$ cat config.mk
export PLATFORM = sky130hd
export DESIGN_NAME = lis_top
export DESIGN_NICKNAME = d
export VERILOG_FILES = /design/src/shared/lis_pkg.sv /design/src/lis_stretch.sv /design/src/lis_top.sv
export SDC_FILE = /design/constraint.sdc
export NUM_CORES = 1
export LEC_CHECK = 0
export BUFFER_PORTS_ARGS = -buffer_cell sky130_fd_sc_hd__buf_2
export CAP_MARGIN = 20
export CORE_MARGIN = 8
export CORE_UTILIZATION = 55
export DETAILED_ROUTE_END_ITERATION = 8
export GPL_ROUTABILITY_DRIVEN = 0
export HOLD_SLACK_MARGIN = 0.06
export PLACE_DENSITY = 0.88
export SYNTH_ARGS = -nofsm -noshare
export SYNTH_HDL_FRONTEND = slang
export SYNTH_SLANG_ARGS = --single-unit
$ cat constraint.sdc
create_clock -name aclk -period 3.5 [get_ports aclk]
set_input_delay 0.35 -clock aclk [delete_from_list [all_inputs] [get_ports aclk]]
set_output_delay 0.35 -clock aclk [all_outputs]
set_load 0.005 [all_outputs]
$ cat src/shared/lis_pkg.sv
// Package for the indicator and interrupt-summary block.
// Assumes a 25 MHz aclk and an AXI4-Lite register slave with 32-bit data.
package lis_pkg;

    // Register indices and byte addresses (index times four).
    localparam logic [7:0] LIS_IDX_GLOBAL_STATUS = 8'h17;
    localparam logic [7:0] LIS_IDX_INDICATOR_CONTROL = 8'h18;
    localparam logic [7:0] LIS_IDX_IRQ_STATUS = 8'h19;
    localparam logic [7:0] LIS_IDX_IRQ_MASK = 8'h1A;
    localparam logic [9:0] LIS_ADDR_GLOBAL_STATUS = {LIS_IDX_GLOBAL_STATUS, 2'b00};
    localparam logic [9:0] LIS_ADDR_INDICATOR_CONTROL = {LIS_IDX_INDICATOR_CONTROL, 2'b00};
    localparam logic [9:0] LIS_ADDR_IRQ_STATUS = {LIS_IDX_IRQ_STATUS, 2'b00};
    localparam logic [9:0] LIS_ADDR_IRQ_MASK = {LIS_IDX_IRQ_MASK, 2'b00};

    // Indicator control field positions.
    localparam int LIS_CTL_DISABLE = 15;
    localparam int LIS_CTL_STRETCH_LO = 12;
    localparam int LIS_CTL_FORCE_IRQ = 11;
    localparam int LIS_CTL_BLINK_LO = 8;
    localparam int LIS_CTL_DUPLEX_MSB = 7;
    localparam int LIS_CTL_TX_LSB = 6;
    localparam int LIS_CTL_LINK_LO = 3;
    localparam int LIS_CTL_DUPLEX_LSB = 2;
    localparam int LIS_CTL_RX = 1;
    localparam int LIS_CTL_TX_MSB = 0;

    // Reset value of the indicator control register: stretch 4, blink 1.
    localparam logic [15:0] LIS_CTL_RESET = 16'h4100;

    // AXI responses.
    localparam logic [1:0] LIS_RESP_OKAY = 2'h0;
    localparam logic [1:0] LIS_RESP_SLVERR = 2'h2;

    // Event status bits.
    localparam int LIS_EV_PORT_IRQ = 0;
    localparam int LIS_EV_LINK_CHG = 1;
    localparam int LIS_EV_NUM = 2;

    // Time base: 21 ms tick unit at 25 MHz (longest-time rounding down).
    localparam int LIS_CLK_HZ = 25000000;
    localparam int LIS_TICK_MS = 21;
    localparam int LIS_TICK_CYCLES = LIS_CLK_HZ / 1000 * LIS_TICK_MS;

    // Line-state inputs from the transceiver core.
    typedef struct packed {
        logic tx_act;
        logic rx_act;
        logic link_up;
        logic full_duplex;
        logic collision;
        logic fiber_link_up;
        logic master;
        logic port_irq;
    } lis_line_s;

    // Indicator outputs, all active low.
    typedef struct packed {
        logic transmit_indicator_n;
        logic receive_indicator_n;
        logic link_indicator_n;
        logic duplex_indicator_n;
    } lis_ind_s;

endpackage : lis_pkg

$ cat src/lis_stretch.sv
// Pulse stretcher for one activity source, counting 21 ms ticks.
// Assumes a one-cycle tick enable on the same clock.
`timescale 1ns/1ns
`default_nettype none
module lis_stretch
    import lis_pkg::*;
(
    // Clock and reset.
    input wire logic aclk,
    input wire logic aresetn,
    // Control.
    input wire logic tick,
    input wire logic [2:0] code,
    // Activity in and stretched out.
    input wire logic act,
    output logic act_out
);

    logic [6:0] cnt_ff;

    // Load 2^(code-1) ticks on activity so the hold spans one tick less than that count up to the full count.
    always_ff @(posedge aclk) begin
        if (!aresetn) begin
            cnt_ff <= 7'h00;
        end else if (act && code != 3'h0) begin
            cnt_ff <= 7'(7'h01 << (code - 3'h1));
        end else if (tick && cnt_ff != 7'h00) begin
            cnt_ff <= cnt_ff - 7'h01;
        end
    end

    // Code zero passes activity straight through.
    assign act_out = act || (code != 3'h0 && cnt_ff != 7'h00);

endmodule : lis_stretch
`default_nettype wire

$ cat src/lis_top.sv
// Indicator and interrupt-summary logic with an AXI4-Lite register slave.
// Assumes line-state inputs arrive asynchronously from the transceiver core.
// Assumes the software reset comes as a level from the register set on the same clock.
// Function
// - Summary bit is one while the port interrupt is active, read-only, resets zero.
// - Summary stays set until port interrupt flags clear on status read.
// - Stretch field 14:12 sets activity hold, zero disables, reset four.
// - Force bit asserts the active-low interrupt output regardless of status.
// - Blink field 10:8 chooses period 42 to 672 ms, reset one.
// - Transmit mode bits 0 and 6 choose activity or blink behaviour.
// - Link field 5:3 selects direct, master/slave or combined link display.
// - Duplex codes 00 and 01 show duplex, 00 blinking on collision.
// - Receive bit chooses activity with link or activity only.
// - Indicators are active low: high is off, low is on.
//
// The AXI4-Lite slave port was decided locally.
`timescale 1ns/1ns
`default_nettype none
module lis_top
    import lis_pkg::*;
(
    // Clock, hardware reset and software reset.
    input wire logic aclk,
    input wire logic aresetn,
    input wire logic soft_reset,
    // AXI4-Lite write address and data.
    input wire logic [9:0] s_axi_awaddr,
    input wire logic s_axi_awvalid,
    output logic s_axi_awready,
    input wire logic [31:0] s_axi_wdata,
    input wire logic [3:0] s_axi_wstrb,
    input wire logic s_axi_wvalid,
    output logic s_axi_wready,
    // AXI4-Lite write response.
    output logic [1:0] s_axi_bresp,
    output logic s_axi_bvalid,
    input wire logic s_axi_bready,
    // AXI4-Lite read.
    input wire logic [9:0] s_axi_araddr,
    input wire logic s_axi_arvalid,
    output logic s_axi_arready,
    output logic [31:0] s_axi_rdata,
    output logic [1:0] s_axi_rresp,
    output logic s_axi_rvalid,
    input wire logic s_axi_rready,
    // Line state from the core and indicator outputs.
    input wire lis_line_s line_in,
    output lis_ind_s indicators,
    // Interrupt outputs.
    output logic interrupt_out_n,
    output logic irq
);

    lis_line_s sync1_ff;
    lis_line_s line_ff;
    logic [15:0] ctl_ff;
    logic gstat_ff;
    logic [LIS_EV_NUM-1:0] ist_ff;
    logic [LIS_EV_NUM-1:0] imask_ff;
    logic link_d_ff;
    logic [$clog2(LIS_TICK_CYCLES)-1:0] div_ff;
    logic tick;
    logic [5:0] blink_cnt_ff;
    logic blink_ff;
    logic [9:0] awaddr_ff;
    logic aw_have_ff;
    logic [31:0] wdata_ff;
    logic [3:0] wstrb_ff;
    logic w_have_ff;
    logic wr_go;
    logic [9:0] rd_addr;
    logic rd_go;
    logic tx_str;
    logic rx_str;
    logic [2:0] stretch_code;
    logic [2:0] blink_code;
    logic [1:0] tx_mode;
    logic [1:0] dup_mode;
    logic [2:0] link_mode;
    logic any_act;
    logic tx_on;
    logic rx_on;
    logic link_on;
    logic dup_on;
    logic [5:0] blink_half;
    logic [LIS_EV_NUM-1:0] ev_raw;
    logic ist_clr;

    // Two-flop synchroniser for the asynchronous line state.
    // Each bit is a slow independent level, so a bit that settles one cycle after its
    // neighbours only delays that one indicator by a cycle; no word must cross intact.
    always_ff @(posedge aclk) begin
        if (!aresetn) begin
            sync1_ff <= '0;
            line_ff <= '0;
        end else begin
            sync1_ff <= line_in;
            line_ff <= sync1_ff;
        end
    end

    // Field views of the control register.
    // Transmit and duplex modes are split codes whose two bits are not adjacent.
    assign stretch_code = ctl_ff[LIS_CTL_STRETCH_LO +: 3];
    assign blink_code = ctl_ff[LIS_CTL_BLINK_LO +: 3];
    assign tx_mode = {ctl_ff[LIS_CTL_TX_MSB], ctl_ff[LIS_CTL_TX_LSB]};
    assign dup_mode = {ctl_ff[LIS_CTL_DUPLEX_MSB], ctl_ff[LIS_CTL_DUPLEX_LSB]};
    assign link_mode = ctl_ff[LIS_CTL_LINK_LO +: 3];

    // Divider giving one 21 ms tick enable.
    // Every slower rate in the block counts these ticks, so all logic stays on aclk.
    // Holds and blink periods are whole numbers of ticks, so they sit at the short end.
    always_ff @(posedge aclk) begin
        if (!aresetn || div_ff == ($clog2(LIS_TICK_CYCLES))'(LIS_TICK_CYCLES - 1)) begin
            div_ff <= '0;
        end else begin
            div_ff <= div_ff + 1'b1;
        end
    end
    assign tick = (div_ff == ($clog2(LIS_TICK_CYCLES))'(LIS_TICK_CYCLES - 1));

    // Blink half-period in ticks: 42 ms period is one tick each half, doubling per code.
    // Reserved codes fall back to the fastest rate rather than freezing the lamp.
    assign blink_half = (blink_code > 3'h4) ? 6'h01 : 6'(6'h01 << blink_code);

    // Blink phase toggles every half period.
    // The compare uses >= so that a change to a shorter period never strands the count
    // above its new limit.
    always_ff @(posedge aclk) begin
        if (!aresetn) begin
            blink_cnt_ff <= 6'h00;
            blink_ff <= 1'b0;
        end else if (tick) begin
            if (blink_cnt_ff + 6'h01 >= blink_half) begin
                blink_cnt_ff <= 6'h00;
                blink_ff <= ~blink_ff;
            end else begin
                blink_cnt_ff <= blink_cnt_ff + 6'h01;
            end
        end
    end

    // Stretched transmit and receive activity.
    // Both sources share the stretch code; a new pulse restarts the hold at full length.
    lis_stretch u_tx_str (
        .aclk(aclk),
        .aresetn(aresetn),
        .tick(tick),
        .code(stretch_code),
        .act(line_ff.tx_act),
        .act_out(tx_str)
    );
    lis_stretch u_rx_str (
        .aclk(aclk),
        .aresetn(aresetn),
        .tick(tick),
        .code(stretch_code),
        .act(line_ff.rx_act),
        .act_out(rx_str)
    );
    assign any_act = tx_str || rx_str;

    // Indicator decode; logic high here means lit.
    // The blink phase is shared, so every blinking lamp blinks in step with the others.
    // Reserved duplex code 11 keeps the duplex lamp dark.
    always_comb begin
        case (tx_mode)
            2'b00: tx_on = tx_str;
            2'b01: tx_on = any_act;
            2'b10: tx_on = any_act ? blink_ff : line_ff.link_up;
            default: tx_on = any_act && blink_ff;
        endcase
        rx_on = ctl_ff[LIS_CTL_RX] ? (rx_str || line_ff.link_up) : rx_str;
        case (link_mode)
            3'b000: link_on = line_ff.link_up;
            3'b011: link_on = line_ff.link_up && line_ff.master;
            default: link_on = line_ff.link_up && (any_act ? blink_ff : 1'b1);
        endcase
        case (dup_mode)
            2'b00: dup_on = line_ff.collision ? blink_ff : line_ff.full_duplex;
            2'b01: dup_on = line_ff.full_duplex;
            2'b10: dup_on = line_ff.fiber_link_up;
            default: dup_on = 1'b0;
        endcase
    end

    // Registered active-low pins, forced off when disabled.
    // Registering the pins keeps decode glitches away from the lamp drivers.
    always_ff @(posedge aclk) begin
        if (!aresetn || ctl_ff[LIS_CTL_DISABLE]) begin
            indicators <= '1;
        end else begin
            indicators.transmit_indicator_n <= ~tx_on;
            indicators.receive_indicator_n <= ~rx_on;
            indicators.link_indicator_n <= ~link_on;
            indicators.duplex_indicator_n <= ~dup_on;
        end
    end

    // Port interrupt summary follows the core's flag until cleared by its status read.
    // Software reset clears the bit as well; the core's flag sets it again if still raised.
    // Writes to the global status register are answered but change nothing here.
    always_ff @(posedge aclk) begin
        if (!aresetn || soft_reset) begin
            gstat_ff <= 1'b0;
        end else begin
            gstat_ff <= line_ff.port_irq;
        end
    end

    // Write channel capture; address and data taken in either order.
    // Each channel is held in its own slot; a held slot drops its ready until the pair is acted on,
    // which waits until the response of the previous write has been taken.
    assign s_axi_awready = !aw_have_ff;
    assign s_axi_wready = !w_have_ff;
    assign wr_go = aw_have_ff && w_have_ff && !s_axi_bvalid;
    always_ff @(posedge aclk) begin
        if (!aresetn) begin
            aw_have_ff <= 1'b0;
            w_have_ff <= 1'b0;
            awaddr_ff <= 10'h000;
            wdata_ff <= 32'h00000000;
            wstrb_ff <= 4'h0;
        end else begin
            if (s_axi_awvalid && !aw_have_ff) begin
                aw_have_ff <= 1'b1;
                awaddr_ff <= s_axi_awaddr;
            end else if (wr_go) begin
                aw_have_ff <= 1'b0;
            end
            if (s_axi_wvalid && !w_have_ff) begin
                w_have_ff <= 1'b1;
                wdata_ff <= s_axi_wdata;
                wstrb_ff <= s_axi_wstrb;
            end else if (wr_go) begin
                w_have_ff <= 1'b0;
            end
        end
    end

    // Write response.
    // Unmapped addresses answer with a slave error; the global status write is accepted
    // and ignored, since its only bit is read-only.
    always_ff @(posedge aclk) begin
        if (!aresetn) begin
            s_axi_bvalid <= 1'b0;
            s_axi_bresp <= LIS_RESP_OKAY;
        end else if (wr_go) begin
            s_axi_bvalid <= 1'b1;
            if (awaddr_ff == LIS_ADDR_GLOBAL_STATUS || awaddr_ff == LIS_ADDR_INDICATOR_CONTROL
                    || awaddr_ff == LIS_ADDR_IRQ_STATUS || awaddr_ff == LIS_ADDR_IRQ_MASK) begin
                s_axi_bresp <= LIS_RESP_OKAY;
            end else begin
                s_axi_bresp <= LIS_RESP_SLVERR;
            end
        end else if (s_axi_bready) begin
            s_axi_bvalid <= 1'b0;
        end
    end

    // Indicator control; only hardware reset restores defaults.
    // Byte lanes above bit 15 are ignored; a software reset leaves every field as it is.
    always_ff @(posedge aclk) begin
        if (!aresetn) begin
            ctl_ff <= LIS_CTL_RESET;
        end else if (wr_go && awaddr_ff == LIS_ADDR_INDICATOR_CONTROL) begin
            if (wstrb_ff[0]) begin
                ctl_ff[7:0] <= wdata_ff[7:0];
            end
            if (wstrb_ff[1]) begin
                ctl_ff[15:8] <= wdata_ff[15:8];
            end
        end
    end

    // Interrupt mask register.
    // Only the low byte lane carries mask bits.
    always_ff @(posedge aclk) begin
        if (!aresetn) begin
            imask_ff <= '0;
        end else if (wr_go && awaddr_ff == LIS_ADDR_IRQ_MASK && wstrb_ff[0]) begin
            imask_ff <= wdata_ff[LIS_EV_NUM-1:0];
        end
    end

    // Previous link level, for spotting a change of link state.
    always_ff @(posedge aclk) begin
        if (!aresetn) begin
            link_d_ff <= 1'b0;
        end else begin
            link_d_ff <= line_ff.link_up;
        end
    end

    // Raw events and the write-one-to-clear strobe of the status register.
    // The port event fires on the rise of the synchronised flag, the link event on a change.
    assign ev_raw[LIS_EV_PORT_IRQ] = line_ff.port_irq && !gstat_ff;
    assign ev_raw[LIS_EV_LINK_CHG] = line_ff.link_up != link_d_ff;
    assign ist_clr = wr_go && awaddr_ff == LIS_ADDR_IRQ_STATUS && wstrb_ff[0];

    // One sticky bit per event. An event in the clearing cycle wins, so software never
    // loses an event that lands while it acknowledges an older one.
    for (genvar gi = 0; gi < LIS_EV_NUM; gi++) begin : g_ist
        always_ff @(posedge aclk) begin
            if (!aresetn) begin
                ist_ff[gi] <= 1'b0;
            end else if (ev_raw[gi]) begin
                ist_ff[gi] <= 1'b1;
            end else if (ist_clr && wdata_ff[gi]) begin
                ist_ff[gi] <= 1'b0;
            end
        end
    end

    // Interrupt outputs; force bit asserts the pin regardless of status.
    // The summary pin follows the port flag only; the event interrupt is separate and
    // never touches it.
    assign irq = |(ist_ff & imask_ff);
    assign interrupt_out_n = ~(gstat_ff || ctl_ff[LIS_CTL_FORCE_IRQ]);

    // Read channel: one read at a time, answered the cycle after the address.
    // The address is decoded straight from the bus in the cycle it is taken, and ready
    // stays low while an answer waits for the master.
    assign s_axi_arready = !s_axi_rvalid;
    assign rd_go = s_axi_arvalid && !s_axi_rvalid;
    assign rd_addr = s_axi_araddr;
    always_ff @(posedge aclk) begin
        if (!aresetn) begin
            s_axi_rvalid <= 1'b0;
            s_axi_rdata <= 32'h00000000;
            s_axi_rresp <= LIS_RESP_OKAY;
        end else if (rd_go) begin
            s_axi_rvalid <= 1'b1;
            s_axi_rresp <= LIS_RESP_OKAY;
            if (rd_addr == LIS_ADDR_GLOBAL_STATUS) begin
                s_axi_rdata <= {31'h00000000, gstat_ff};
            end else if (rd_addr == LIS_ADDR_INDICATOR_CONTROL) begin
                s_axi_rdata <= {16'h0000, ctl_ff};
            end else if (rd_addr == LIS_ADDR_IRQ_STATUS) begin
                s_axi_rdata <= {30'h00000000, ist_ff};
            end else if (rd_addr == LIS_ADDR_IRQ_MASK) begin
                s_axi_rdata <= {30'h00000000, imask_ff};
            end else begin
                s_axi_rdata <= 32'h00000000;
                s_axi_rresp <= LIS_RESP_SLVERR;
            end
        end else if (s_axi_rready) begin
            s_axi_rvalid <= 1'b0;
        end
    end

endmodule : lis_top
`default_nettype wire

==> impl_metrics.csv <==
group,metric,value,unit
outcome,outcome,"complete, no violations",
die,die_w,121,um
synth,synth-edff-count,0,
power_and_ir_drop,p_int,2.86,mW
synth,syn_area,6030,um^2
grt,overflow,0,
clocking,clockRootBuffer,"clkbuf_8",
grt,grt_pass1_wl,24700,um
timing,tightest_slew,0.782,ns
detailed_routing,drc_errors,0,
place,postPlaceCellArea,6450,um^2
die,rows,38,
power_and_ir_drop,p_comb_share,7.4,%
synth,yosys_warnings,0,
grt,grt_max_degree,71,
cells_and_area,fillers,798,
worst_setup_path,path_common_cell,"ha_1",
die,die_y,121,um
power_and_ir_drop,p_seq_share,43.0,%
worst_setup_path,slowest_stage,"or4b_2",
synth,synth_top_area_cell,"dfxtp_1",
detailed_routing,vias,5446,
die,fp.dieArea,14600,um^2
clocking,clk_path_buf_depth,2,
power_and_ir_drop,power_density,513,nW/um^2
place,dpl.cell_count,911,
worst_setup_path,cp-start-kind,"flop",
timing,worst_slack,0.554,ns
synth,synth_cell_types,71,
clocking,insertion_delay,0.52,ns
synth,ys_top_cells_by_area,"dfxtp_1 44%, nand2_1 7.6%, a21oi_1 4.1%",
cells_and_area,syn_to_final_growth,20.9,%
clocking,clkTransAtPathRegs,0.06,ns
worst_setup_path,crit_path_max_incr_delay,0.62,ns
detailed_routing,routedWlPerCell,15.8,um
cells_and_area,fin_cells,967,
power_and_ir_drop,p_leak,2.91,nW
power_and_ir_drop,clockPowerShare,49.7,%
timing,fin_tns_setup,0,ns
power_and_ir_drop,p_sw,0.882,mW
synth,syn_inst,716,
worst_setup_path,worstPathMaxFanout,8,
synth,synth_common_cells,"133 x dfxtp_1, 122 x nand2_1, 65 x nor2_1, 49 x a21oi_1, 43 x nand3_1",
worst_hold_path,holdCritPathClass,"input pin to flop",
worst_setup_path,crit_path_end_kind,"flop",
clocking,cts-htree-levels,4,
worst_setup_path,path_class,"flop to flop",
timing,min_period_over_period,84.2,%
timing,max_freq,0.339,GHz
clocking,cts_buffers,17,
detailed_routing,drt-initial-drc-count,450,
timing,slew_violations,0,
timing,hold_violations,0,
worst_setup_path,required,3.93,ns
worst_setup_path,crit_chain,"or2_2 -> ha_1 -> or4b_2 -> ha_1 -> a21oi_1 -> o21ai_1 -> a221oi_1 -> buf_4 -> nand2_1 -> o22ai_1",
detailed_routing,final_antenna_net_count,0,
detailed_routing,wirelength,15200,um
worst_setup_path,path_delay_family,"simple AND/OR/NAND/NOR gates",
die,io_pins,119,
place,place.detailed.hpwl,9770,um
synth,synth.top_cell.area_share,44.2,%
cells_and_area,nNetsFinal,898,
worst_setup_path,cp.arrival,3.37,ns
run,drv_cap,0,
synth,ys_async_sr_fraction,0,%
clocking,cts_tree,"done",
synth,seq_area_frac_synth,44.2,%
timing,skew,0.00761,ns
clocking,postCtsSetupRepairBufs,0,
synth,synth_flop_cell,"dfxtp_1",
place,io_buffers,82,
grt,grt_pass1_vias,5164,
power_and_ir_drop,vdd_drop_max,0.318,mV
grt,antenna_found_initial,2,
die,start_util,56.1,%
timing,setup_viol,0,
timing,slew_headroom,47.7,%
synth,yosysMostFrequentCell,"dfxtp_1",
die,fp.coreArea,10700,um^2
timing,period_minus_slack,2.95,ns
timing,rsz0062_at_grt,"false",
cells_and_area,final_area,7290,um^2
detailed_routing,drtPass1Iterations,8,
clocking,cts_sinks,133,
synth,ys_ff_latch,133,
detailed_routing,avgViaCountPerCell,5.63,
power_and_ir_drop,switching_share,23.6,%
worst_setup_path,critical_path_buf_inv_count,1,
synth,syn_avg_cell_area,8.42,um^2
cells_and_area,drive_above_1_share,16.5,%
place,dpl_worst_slack,0.631,ns
grt,grt_usage,20.7,%
==> power by group through the flow <==
stage	combinational, mW	clock (mW)	sequential (mW)
floorplan	0.189	0	1.63
global placement	0.245	0	1.64
detailed placement	0.250	0	1.64
CTS	0.269	1.87	1.60
global route	0.307	1.94	1.61
finish	0.276	1.86	1.61
==> layout by cell type, fill, tap and decap left out, drive strengths merged, types with 5 or more instances in the layout <==
cell type	instances
nor2	66
and2	23
buf	87
nand2	122
nand2b	8
conb	18
nor3	11
clkbuf	19
mux2i	6
o22ai	6
o221a	5
nand3	43
xnor2	8
or2	5
dlygate4sd3	21
nor4b	7
nand4	6
ha	14
a31oi	8
nor4	5
dfxtp	133
o21ai	31
inv	17
nor2b	7
xor2	15
a22oi	14
a21oi	49
==> tightest hold or removal path, cell delays in order <==
cell	delay, ns
buf_2	0.10
nand2_1	0.05
a21oi_1	0.05
==> sequential cells by signal, summed over array words and instances, names as in the netlist, 6 cells and up <==
name,cells
s_axi_rdata,16
sync1_ff,8
awaddr_ff,10
u_tx_str.cnt_ff,7
div_ff,20
blink_cnt_ff,6
wdata_ff,16
u_rx_str.cnt_ff,7
ctl_ff,16
line_ff,8
==> layout make-up <==
cell class              instances  area [um^2]  share of cell area (%)
inverters                      14         52.6                   0.721
flip-flops and latches        133         2660                    36.5
repair buffers                108          658                    9.03
multi-input cells             538         3120                    42.8
diodes                          2         5.00                  0.0687
clock buffers                  19          422                    5.78
clock inverters                13          198                    2.71
well taps                     140          175                    2.40
==> final timing paths <==
path / from / endpoint / slack [ns] / cells after the start
min: s_axi_wdata[13] / wdata_ff[13]$_SDFFE_PN0P_ / 0.08 / 3
min reg2reg: sync1_ff[0]$_SDFF_PN0_ / line_ff[0]$_SDFF_PN0_ / 0.43 / 1
max reg2reg: ctl_ff[8]$_SDFFE_PN1P_ / blink_cnt_ff[0]$_SDFFE_PN0P_ / 0.55 / 10
max: ctl_ff[8]$_SDFFE_PN1P_ / blink_cnt_ff[0]$_SDFFE_PN0P_ / 0.55 / 10
==> logic make-up after synthesis <==
| kind of cell | count (synthesis) | synth area share [%] |
|---|---|---|
| adder cells (fa/ha/maj) | 14 | 2.91 |
| other | 1 | 0.0622 |
| XOR/XNOR | 23 | 3.34 |
| buffers and inverters | 62 | 5.17 |
| flip-flops | 133 | 44.2 |
| AO/OA/AOI/OAI | 141 | 14.8 |
| AND/OR/NAND/NOR | 336 | 28.5 |
| multiplexers | 6 | 0.997 |
==> per-stage QoR <==
step / hold WS, ns / util (%) / total power [mW]
global placement: 0.412 / 60.0 / 1.88
finish: 0.0776 / 67.8 / 3.74
global route: 0.0774 / 67.8 / 3.86
floorplan: 0.412 / - / 1.82
detailed placement: 0.419 / 60.0 / 1.89
CTS: 0.0606 / 67.7 / 3.74
==> repair_timing <==
item	4_1_cts	5_1_grt
resized for setup	0	0
hold endpoints to repair	21	0
endpoints found under the setup margin	0	0
hold buffers	21	0
==> per-layer routing <==
layer / GRT usage, % / up-vias / wire length [um]
met1: 25.0 / 2560 / 6680
met5: 0 / - / 0
met4: 9.99 / 0 / 348
met3: 5.36 / 34 / 793
met2: 33.6 / 191 / 7410
li1: - / 2661 / -
Note: power is estimated with default switching activity, not from simulation.
